<file path="config.mk">
export PLATFORM = sky130hd
export DESIGN_NAME = power_mode_control
export DESIGN_NICKNAME = d
export VERILOG_FILES = /design/src/hw/power_mode_pkg.sv /design/src/hw/pin_sync.sv /design/src/hw/power_mode_control.sv
export VERILOG_INCLUDE_DIRS = /design/src /design/src/hw
export SDC_FILE = /design/constraint.sdc
export NUM_CORES = 1
export LEC_CHECK = 0
export BUFFER_PORTS_ARGS = -buffer_cell sky130_fd_sc_hd__buf_2
export CORE_MARGIN = 10
export CORE_UTILIZATION = 30
export CTS_BUF_LIST = sky130_fd_sc_hd__clkbuf_4
export DETAILED_ROUTE_END_ITERATION = 16
export GPL_ROUTABILITY_DRIVEN = 1
export PLACE_DENSITY = 0.52
export SYNTH_ARGS = -nofsm -noshare
export SYNTH_HDL_FRONTEND = slang
export SYNTH_SLANG_ARGS = --single-unit
</file>
<file path="constraint.sdc">
create_clock -name clk_in -period 2.7 [get_ports clk_in]
set_input_delay 0.81 -clock clk_in [delete_from_list [all_inputs] [get_ports clk_in]]
set_output_delay 0.81 -clock clk_in [all_outputs]
set_load 0.02 [all_outputs]
</file>
<file path="src/hw/power_mode_regs.svh">
// Constants for the power mode controller
`ifndef POWER_MODE_REGS_SVH
`define POWER_MODE_REGS_SVH

`define PMC_CFG_PIN_IGNORE_BIT 3
`define PMC_PRESCALE_HZ 4096
`define PMC_CLK_HZ 100000000
// Cycles per prescaler tick: 100 MHz / 4096 Hz, rounded down
`define PMC_TICK_CYCLES (`PMC_CLK_HZ / `PMC_PRESCALE_HZ)
`define PMC_CLK_PER_MS 100000
`define PMC_TICK_W 15
`define PMC_CNT_W 32
`define PMC_ACK_CYCLES 16
`define PMC_ACK_W 5

`endif

</file>
<file path="src/hw/power_mode_pkg.sv">
// Types for the power mode controller
package power_mode_pkg;
   typedef enum logic [2:0] {
      ST_ACTIVE  = 3'h0,
      ST_STANDBY = 3'h1,
      ST_LISTEN_WAIT = 3'h3,
      ST_LISTEN_RX = 3'h2,
      ST_SLEEP   = 3'h6
   } power_state_t;

   typedef enum logic [1:0] {
      SEL_ACTIVE  = 2'h0,
      SEL_STANDBY = 2'h1,
      SEL_LISTEN  = 2'h2,
      SEL_SLEEP   = 2'h3
   } mode_sel_t;
endpackage : power_mode_pkg

</file>
<file path="src/hw/pin_sync.sv">
// Two-stage synchroniser for one level input
`timescale 1ns/1ps
`default_nettype none
module pin_sync (
   // Clock and reset
   input wire logic clk_in,
   input wire logic rst_b_in,
   // Level in and out
   input wire logic async_in,
   output logic sync_out
);
   logic meta_reg;

   always_ff @(posedge clk_in or negedge rst_b_in) begin
      if (!rst_b_in) begin
         meta_reg <= 1'b0;
         sync_out <= 1'b0;
      end else begin
         meta_reg <= async_in;
         sync_out <= meta_reg;
      end
   end
endmodule : pin_sync
`default_nettype wire

</file>
<file path="src/hw/power_mode_control.sv">
// Power state controller: mode pins, listen timer, serial/receiver gating
`timescale 1ns/1ps
`default_nettype none
`include "power_mode_regs.svh"
module power_mode_control
   import power_mode_pkg::*;
(
   // Clock and reset
   input wire logic clk_in,
   input wire logic rst_b_in,
   // Host mode pins
   input wire logic sleep_req_in,
   input wire logic radio_off_input_in,
   // Configuration
   input wire logic [15:0] config_flag_word_in,
   input wire logic [15:0] listen_prescaler_in,
   input wire logic [15:0] listen_countdown_in,
   input wire logic [15:0] listen_receive_window_ms_in,
   // Pending transfer from the serial path
   input wire logic xfer_busy_in,
   // Gating and status
   output logic uart_en_out,
   output logic radio_tx_en_out,
   output logic radio_rx_en_out,
   output logic flow_ctrl_out,
   output logic [2:0] state_out
);
   // ----------------------------------------------------------------
   // Pin synchronisation and edge detection
   // ----------------------------------------------------------------
   logic sleep_s;
   logic roff_s;
   logic sleep_d_reg;
   logic roff_d_reg;

   pin_sync u_sync_sleep (
      .clk_in(clk_in),
      .rst_b_in(rst_b_in),
      .async_in(sleep_req_in),
      .sync_out(sleep_s)
   );

   pin_sync u_sync_roff (
      .clk_in(clk_in),
      .rst_b_in(rst_b_in),
      .async_in(radio_off_input_in),
      .sync_out(roff_s)
   );

   always_ff @(posedge clk_in or negedge rst_b_in) begin
      if (!rst_b_in) begin
         sleep_d_reg <= 1'b0;
         roff_d_reg <= 1'b0;
      end else begin
         sleep_d_reg <= sleep_s;
         roff_d_reg <= roff_s;
      end
   end

   wire pins_ignored = config_flag_word_in[`PMC_CFG_PIN_IGNORE_BIT];
   wire fall_seen = (sleep_d_reg & ~sleep_s) | (roff_d_reg & ~roff_s);
   // Ignored pins fall back to active, as if both were held low
   wire [1:0] raw_sel = {sleep_s, roff_s};
   wire mode_sel_t sel = pins_ignored ? SEL_ACTIVE : mode_sel_t'(raw_sel);

   // ----------------------------------------------------------------
   // Listen timer: prescaler ticks and millisecond window
   // ----------------------------------------------------------------
   logic [`PMC_TICK_W-1:0] tick_cnt_reg;
   logic tick;
   logic [`PMC_CNT_W-1:0] pre_cnt_reg;
   logic [`PMC_CNT_W-1:0] pre_goal;
   logic [`PMC_CNT_W-1:0] win_cnt_reg;
   logic [`PMC_CNT_W-1:0] win_goal;
   logic pre_done;
   logic win_done;

   assign tick = (tick_cnt_reg == `PMC_TICK_W'(`PMC_TICK_CYCLES - 1));
   // Countdown times prescaler, at least one tick so a zero never stalls
   wire [`PMC_CNT_W-1:0] pre_prod = 32'(listen_prescaler_in) *
                                    32'(listen_countdown_in);
   assign pre_goal = (pre_prod == 32'h0) ? 32'h1 : pre_prod;
   assign win_goal = (listen_receive_window_ms_in == 16'h0) ? 32'h1 :
                     32'(listen_receive_window_ms_in) * `PMC_CLK_PER_MS;
   assign pre_done = (pre_cnt_reg >= pre_goal - 32'h1) && tick;
   assign win_done = (win_cnt_reg >= win_goal - 32'h1);

   // ----------------------------------------------------------------
   // State machine
   // ----------------------------------------------------------------
   power_state_t state_reg;
   power_state_t state_next;
   logic in_listen;
   logic sleep_bound;

   always_comb begin
      state_next = state_reg;
      unique case (state_reg)
         ST_ACTIVE: begin
            // Pending transfers finish first
            if (sel != SEL_ACTIVE && !flow_ctrl_out && !xfer_busy_in) begin
               unique case (sel)
                  SEL_STANDBY: state_next = ST_STANDBY;
                  SEL_LISTEN: state_next = ST_LISTEN_WAIT;
                  SEL_SLEEP: state_next = ST_SLEEP;
                  default: state_next = ST_ACTIVE;
               endcase
            end
         end
         ST_STANDBY: begin
            if (sel == SEL_ACTIVE) state_next = ST_ACTIVE;
            else if (sel == SEL_LISTEN) state_next = ST_LISTEN_WAIT;
            else if (sel == SEL_SLEEP) state_next = ST_SLEEP;
         end
         ST_LISTEN_WAIT: begin
            if (sel != SEL_LISTEN) state_next = ST_ACTIVE;
            else if (pre_done) state_next = ST_LISTEN_RX;
         end
         ST_LISTEN_RX: begin
            if (sel != SEL_LISTEN) state_next = ST_ACTIVE;
            else if (win_done) state_next = ST_LISTEN_WAIT;
         end
         ST_SLEEP: begin
            // A falling pin edge or the pin-ignore bit wakes; pins held high keep it asleep
            if (fall_seen || pins_ignored) state_next = ST_ACTIVE;
         end
         default: state_next = ST_ACTIVE;
      endcase
   end

   assign in_listen = (state_reg == ST_LISTEN_WAIT) ||
                      (state_reg == ST_LISTEN_RX);
   assign sleep_bound = (state_next == ST_SLEEP) != (state_reg == ST_SLEEP);

   always_ff @(posedge clk_in or negedge rst_b_in) begin
      if (!rst_b_in) state_reg <= ST_ACTIVE;
      else state_reg <= state_next;
   end

   always_ff @(posedge clk_in or negedge rst_b_in) begin
      if (!rst_b_in) begin
         tick_cnt_reg <= '0;
         pre_cnt_reg <= '0;
         win_cnt_reg <= '0;
      end else begin
         tick_cnt_reg <= (tick || !in_listen) ? '0 : tick_cnt_reg + 1'b1;
         if (state_reg != ST_LISTEN_WAIT || pre_done) pre_cnt_reg <= '0;
         else if (tick) pre_cnt_reg <= pre_cnt_reg + 32'h1;
         if (state_reg != ST_LISTEN_RX || win_done) win_cnt_reg <= '0;
         else win_cnt_reg <= win_cnt_reg + 32'h1;
      end
   end

   // ----------------------------------------------------------------
   // Flow-control acknowledge and gating outputs
   // ----------------------------------------------------------------
   // Flow control is high (busy) while a transfer runs, while asleep,
   // and for a short pulse around every sleep boundary
   logic [`PMC_ACK_W-1:0] ack_cnt_reg;
   wire ack_busy = (ack_cnt_reg != '0);

   always_ff @(posedge clk_in or negedge rst_b_in) begin
      if (!rst_b_in) begin
         ack_cnt_reg <= '0;
      end else if (sleep_bound) begin
         ack_cnt_reg <= `PMC_ACK_W'(`PMC_ACK_CYCLES);
      end else if (ack_busy) begin
         ack_cnt_reg <= ack_cnt_reg - 1'b1;
      end
   end

   wire uart_on = (state_next != ST_SLEEP);
   wire rx_on = (state_next == ST_ACTIVE) || (state_next == ST_LISTEN_RX);
   wire tx_on = (state_next == ST_ACTIVE) || (state_next == ST_STANDBY);

   always_ff @(posedge clk_in or negedge rst_b_in) begin
      if (!rst_b_in) begin
         uart_en_out <= 1'b1;
         radio_tx_en_out <= 1'b1;
         radio_rx_en_out <= 1'b1;
         flow_ctrl_out <= 1'b0;
         state_out <= ST_ACTIVE;
      end else begin
         uart_en_out <= uart_on;
         radio_tx_en_out <= tx_on;
         radio_rx_en_out <= rx_on;
         flow_ctrl_out <= xfer_busy_in || !uart_on || ack_busy ||
                          sleep_bound;
         state_out <= state_next;
      end
   end
endmodule : power_mode_control
`default_nettype wire

</file>
==> results.md, run 1 <==
* Worst Path Buf+Inv at 11
* Post-layout util at 40.93%
* Gpl congestion at 0.8747
* Syn_nets at 2817
* Post-layout min period at 8.748 ns
* Final WS setup at -6.048 ns
* Worst-Margin Slew at 0.6524 ns
* Metal2 WL at 24960 um
* Via count at 16.82k
* Mean post-synth cell area at 8.691 um^2
* Slowest cell delay on critical path at 0.56 ns
* Met1 WL at 24300 um
* Worst-skew pair later-pin latency at 0.48 ns
* Register area share after synthesis at 12.57%
* Failing checks: negative setup slack
* CP required at 3.09 ns
* CP top delay family: adder cells
* Ys Warns at 0
* Layout cells sized above 1 at 32.00%
* Largest net degree at the start of global routing at 46
* Met3 WL at 1182 um
* Core Area at 64120 um^2
* Clock skew at 0.03870 ns
* Worst R2R Start: win_cnt_reg[0]
* Cell Count Post-Placement at 3477
* CP Class: input pin to flop
* Final WL at 51270 um
* Startpoint Class: input pin
* Synth unique cells at 80
* # hold bufs at CTS at 0
* Via count of the first global-routing pass at 17.82k
* CTS root buf: clkbuf_4
* Nets at 3289
* Post-synth top cells: 326 x inv_1, 284 x ha_1, 253 x nand2_1
* Die height at 273.9 um
* FFs w/ async S/R, synth at 100.0%
* Pins Over Slew Limit at 0
* CP max stage cell: fa_2
* Share of the synthesized area in the top cell type at 24.63%
* CP Capture Type: flop
* Status: finished with violations
* Starting Density at 30.17%
* Die X at 273.9 um
* Tcrit/Tclk final at 324.0%
* Mapped Area at 19350 um^2
* # setup viols final at 66
* # H-tree levels at 3
* CP max FO at 7
* CP arrival at 9.14 ns
* DR DRC count at 0
* Count leader, synth: inv_1
* Post-synth EDFFs at 0
* First-pass GRT wire length at 87610 um
* TritonCTS buffer count at 9
* Worst hold slack at 0.2012 ns
* FF+latch count, synth at 97
* Slew headroom at 55.90%
* Fillers at 6320
* Clock-pin slew on the worst setup and hold paths at 0.18 ns
* RSZ-0062 raised after global routing: yes
* Grt total ovfl at 0
* Post-DP HPWL at 42990 um
* Area delta synth->final at 35.65%
* Max Clk Rate at 114.3 MHz
* Top layer reached by signal wires: met4
* # rows at 93
* CTS tree: built
* Crit. Startpoint: listen_countdown_in[5]
* Antenna violations before repair at 1
* Max Buffers Root-to-Sink at 2
* Routed Antenna Nets at 0
* Dominant cells by area after synthesis: fa_1 25%, ha_1 18%, dfrtp_1 12%
* Final Instance Count excl. Fillers at 3560
* Setup WS pre-CTS at -7.007 ns
* Port Buffers at 60
* Mapped Cells at 2226
* I/O pin total at 76
* # clock sinks at 97
* DR iter-0 viols at 707
* Die ar. at 75040 um^2
* Vias per Instance at 4.725
* DR WL/cell at 14.40 um
* Total GRT Usage at 13.78%
* DRT Pass-1 Iters at 5
* Post-synth top flop: dfrtp_1
* Max_cap viols at 0
* Final hold viol count at 0
* Yosys top cell by area: fa_1
* Hold Path Class: input pin to async pin
==> per-stage QoR <==
stage	TNS (ns)	instance area, um^2
final	-325.06	26240
after CTS	-326.57	25320
after global routing	-343.22	26240
after floorplan	-331.39	19990
after detailed placement	-382.51	23950
after global placement	-375.42	23950
==> cells in the final DEF, fill, tap and decap left out, drive strengths merged, types with 4 or more instances in the layout <==
cell type / instances
buf: 517
inv: 328
o211ai: 10
or3b: 5
nand2b: 7
a211oi: 11
o21bai: 8
nand4: 30
clkbuf: 13
nor2b: 5
o21a: 19
o221ai: 4
or3: 14
and4: 12
nand3: 50
or2: 8
xor2: 70
a31oi: 11
nand2: 253
a211o: 4
and3: 35
ha: 284
a31o: 4
and2: 131
o21ai: 51
a21oi: 72
fa: 238
xnor2: 83
dfrtp: 94
nor3: 38
nor2: 163
nand3b: 6
a21o: 54
nor4: 15
o31ai: 4
==> logic make-up (layout without fill, tap and decap cells) <==
kind of cell | after synthesis | count (layout) | share of synthesized area (%)
buf+inv | 388 | 862 | 7.580
mux | 2 | 2 | 0.1035
other cells | 0 | 2 | 0
simple gates | 782 | 785 | 19.90
flops | 97 | 97 | 12.57
compound gates | 281 | 281 | 9.811
xor+xnor | 154 | 154 | 7.043
fa+ha+maj | 522 | 522 | 43.00
==> worst register-to-register path, stage by stage, from the launching register on <==
cell,delay [ns]
dfrtp_1,0.38
inv_1,0.05
ha_1,0.28
nand2b_1,0.14
a21o_1,0.17
a21o_1,0.17
a21o_1,0.17
a21o_1,0.17
a21oi_1,0.16
o221ai_1,0.21
a21oi_2,0.25
o21ai_4,0.09
buf_6,0.13
or3b_4,0.49
nor2_2,0.12
==> area by class of cell <==
class                      count  area, um^2  share of cell area (%)
inverter                     326        1234                   4.701
timing repair buffer         520        4076                   15.53
tap                          855        1070                   4.076
sequential                    97        2431                   9.264
antenna                        2       5.005                 0.01907
multi-input combinational   1744       17300                   65.93
clock buffer                  10       75.07                  0.2861
clock inverter                 6       50.05                  0.1907
==> per-layer routing <==
metal	global-route usage, %	vias up
met3	1.150	63
li1	-	8234
met1	18.71	8298
met5	0	-
met2	23.57	225
met4	2.762	0
==> what timing repair did <==
action / 4_1_cts / 5_1_grt
endpoints found under the hold margin: 0 / 0
gates cloned: 5 / 1
endpoints found under the setup margin: 66 / 66
pin swaps: 117 / 116
setup buffers: 47 / 17
resized for setup: 186 / 190
==> worst paths after layout <==
path	slack, ns	end	depth (start not counted)
worst max-delay path	-6.05	pre_cnt_reg[30]	42
worst min-delay path	0.20	state_out[2]	1
worst max register to register	-0.36	win_cnt_reg[26]	14
worst min register to register	0.37	u_sync_roff.sync_out	0
max in group asynchronous	1.74	pre_cnt_reg[30]	2
min in group clk_in	0.37	u_sync_roff.sync_out	0
Power of run 1 is left out: the tool's default activity adds up to more than one toggle a clock period on the data nets, which glitch-free logic cannot reach.
==> inputs of run 2 (changes only) <==
Settings changed: CORE_UTILIZATION 30 to 45, PLACE_DENSITY 0.52 to 0.69.
==> run 2 against run 1 <==
  * The flow still finishes with violations (negative setup slack)
  * Fmax fell by 1.8%
  * Highest routed layer unchanged
  * Die area fell by 31%
  * Critical path depth rose by 1
  * Sequential cell count unchanged
  * Non-clock buffer count down 27
  * Count of clock-buffer cells in the layout decreased by 1
==> results.md, run 2 (synthesized netlist as in run 1, its figures left out) <==
* Worst-skew pair later-pin latency at 0.46 ns
* Commonest non-fill, non-tap cell in the layout: buf_4
* Reg-to-reg critical path endpoint: win_cnt_reg[16]
* Routed Antenna Nets at 0
* GRT met2 Usage at 35.33%
* Cell area after layout at 25250 um^2
* Total GRT Usage at 20.04%
* First-pass GRT wire length at 86860 um
* Vias per Instance at 5.317
* CTS root buf: clkbuf_4
* Tcrit/Tclk final at 330.1%
* CP arrival at 9.31 ns
* Final WL at 51340 um
* # H-tree levels at 3
* Area delta synth->final at 30.52%
* RSZ-0062 raised after global routing: yes
* Die X at 227.3 um
* Starting Density at 45.81%
* # rows at 75
* Die height at 227.3 um
* Cell Count Post-Placement at 3139
* DR DRC count at 0
* Final Instance Count excl. Fillers at 3216
* Worst R2R Start: win_cnt_reg[0]
* Startpoint Class: input pin
* Max Buffers Root-to-Sink at 2
* Clock-pin slew on the worst setup and hold paths at 0.18 ns
* Final WS setup at -6.212 ns
* Core Area at 42230 um^2
* Slowest cell delay on critical path at 0.57 ns
* I/O pin total at 76
* DR WL/cell at 15.96 um
* CP max FO at 7
* Grt peak-use layer: met2
* Post-DP HPWL at 41600 um
* Met3 GRT Util at 1.943%
* Gpl congestion at 0.9210
* CP Class: input pin to flop
* Post-layout min period at 8.912 ns
* Die ar. at 51690 um^2
* CP required at 3.10 ns
* Final hold viol count at 0
* Pins Over Slew Limit at 0
* Failing checks: negative setup slack
* Most frequent cells in the layout: 428 x buf_4, 309 x inv_1, 248 x nand2_1
* Worst hold slack at 0.3495 ns
* Grt total ovfl at 0
* Via count of the first global-routing pass at 18.30k
* Largest net degree at the start of global routing at 52
* CP max stage cell: fa_1
* Slew headroom at 55.93%
* # clock sinks at 97
* Hold Path Class: input pin to async pin
* Most frequent CP cell: fa_1
* Layout cells sized above 1 at 29.71%
* Status: finished with violations
* Antenna violations before repair at 1
* Nets at 3262
* Max_cap viols at 0
* Port Buffers at 60
* # hold bufs at CTS at 0
* DR iter-0 viols at 886
* Max Clk Rate at 112.2 MHz
* Worst-Margin Slew at 0.6611 ns
* Via count at 17.10k
* Slack of the worst reg-to-reg path at -0.30 ns
* DRT Pass-1 Iters at 5
* Setup TNS at -337.16 ns
* Grt met1 use at 26.04%
* Clock skew at 0.02959 ns
* R2R cell count at 13
* Area after DPL at 23410 um^2
* # setup viols final at 66
* CTS tree: built
* CP Capture Type: flop
* TritonCTS buffer count at 9
[run 2: cell types whose count changed in the layout (fill, tap and decap cells not counted), moves of 7 or more]
cell	delta
buf_6	-24
ha_1	+22
buf_4	-18
ha_4	-17
buf_2	+12
inv_1	+10
inv_2	-7
[run 2: worst max path at each step]
| stage | from | end | slack (ns) | cells after the start |
|---|---|---|---|---|
| floorplan | listen_countdown_in[6] | pre_cnt_reg[19] | -6.16 | 39 |
| global placement | listen_countdown_in[6] | radio_rx_en_out | -6.57 | 38 |
| detailed placement | listen_prescaler_in[6] | radio_rx_en_out | -6.77 | 39 |
| CTS | listen_countdown_in[4] | pre_cnt_reg[8] | -6.10 | 41 |
| global route | listen_countdown_in[4] | pre_cnt_reg[0] | -6.58 | 44 |
| finish | listen_countdown_in[4] | pre_cnt_reg[15] | -6.21 | 43 |
[run 2: routing by layer]
layer,vias to the layer above,share of wire [%]
li1,8189,-
met1,8435,44
met2,392,50
met3,83,4.0
met4,0,1.9
met5,-,0
[run 2: metrics by stage]
stage / utilization, % / setup WS [ns]
after floorplan: - / -6.162
after global placement: 55.44 / -6.573
after detailed placement: 55.44 / -6.770
after CTS: 57.84 / -6.096
after global routing: 59.80 / -6.580
final: 59.80 / -6.212
[run 2: final cells by class]
type	count	area [um^2]
antenna	1	2.502
clock buffer	9	67.56
clock inverter	7	85.08
fill	3553	16980
inverter	326	1226
multi-input combinational	1744	17000
sequential	97	2431
tap	539	674.4
timing repair buffer	493	3769
[run 2: timing repair]
item,CTS,global route
resized for setup,112,160
pin swaps,74,64
cloned,4,1
setup endpoints to repair,66,66
setup buffers,43,14
[run 2: critical path, delay by kind of cell]
| kind | cells | cell delay [ns] |
|---|---|---|
| xor+xnor | 1 | 0.11 |
| fa+ha+maj | 9 | 3.65 |
| buf+inv | 11 | 1.14 |
| compound gates | 8 | 1.32 |
| simple gates | 14 | 2.23 |
Power of run 2 is left out for the same reason.
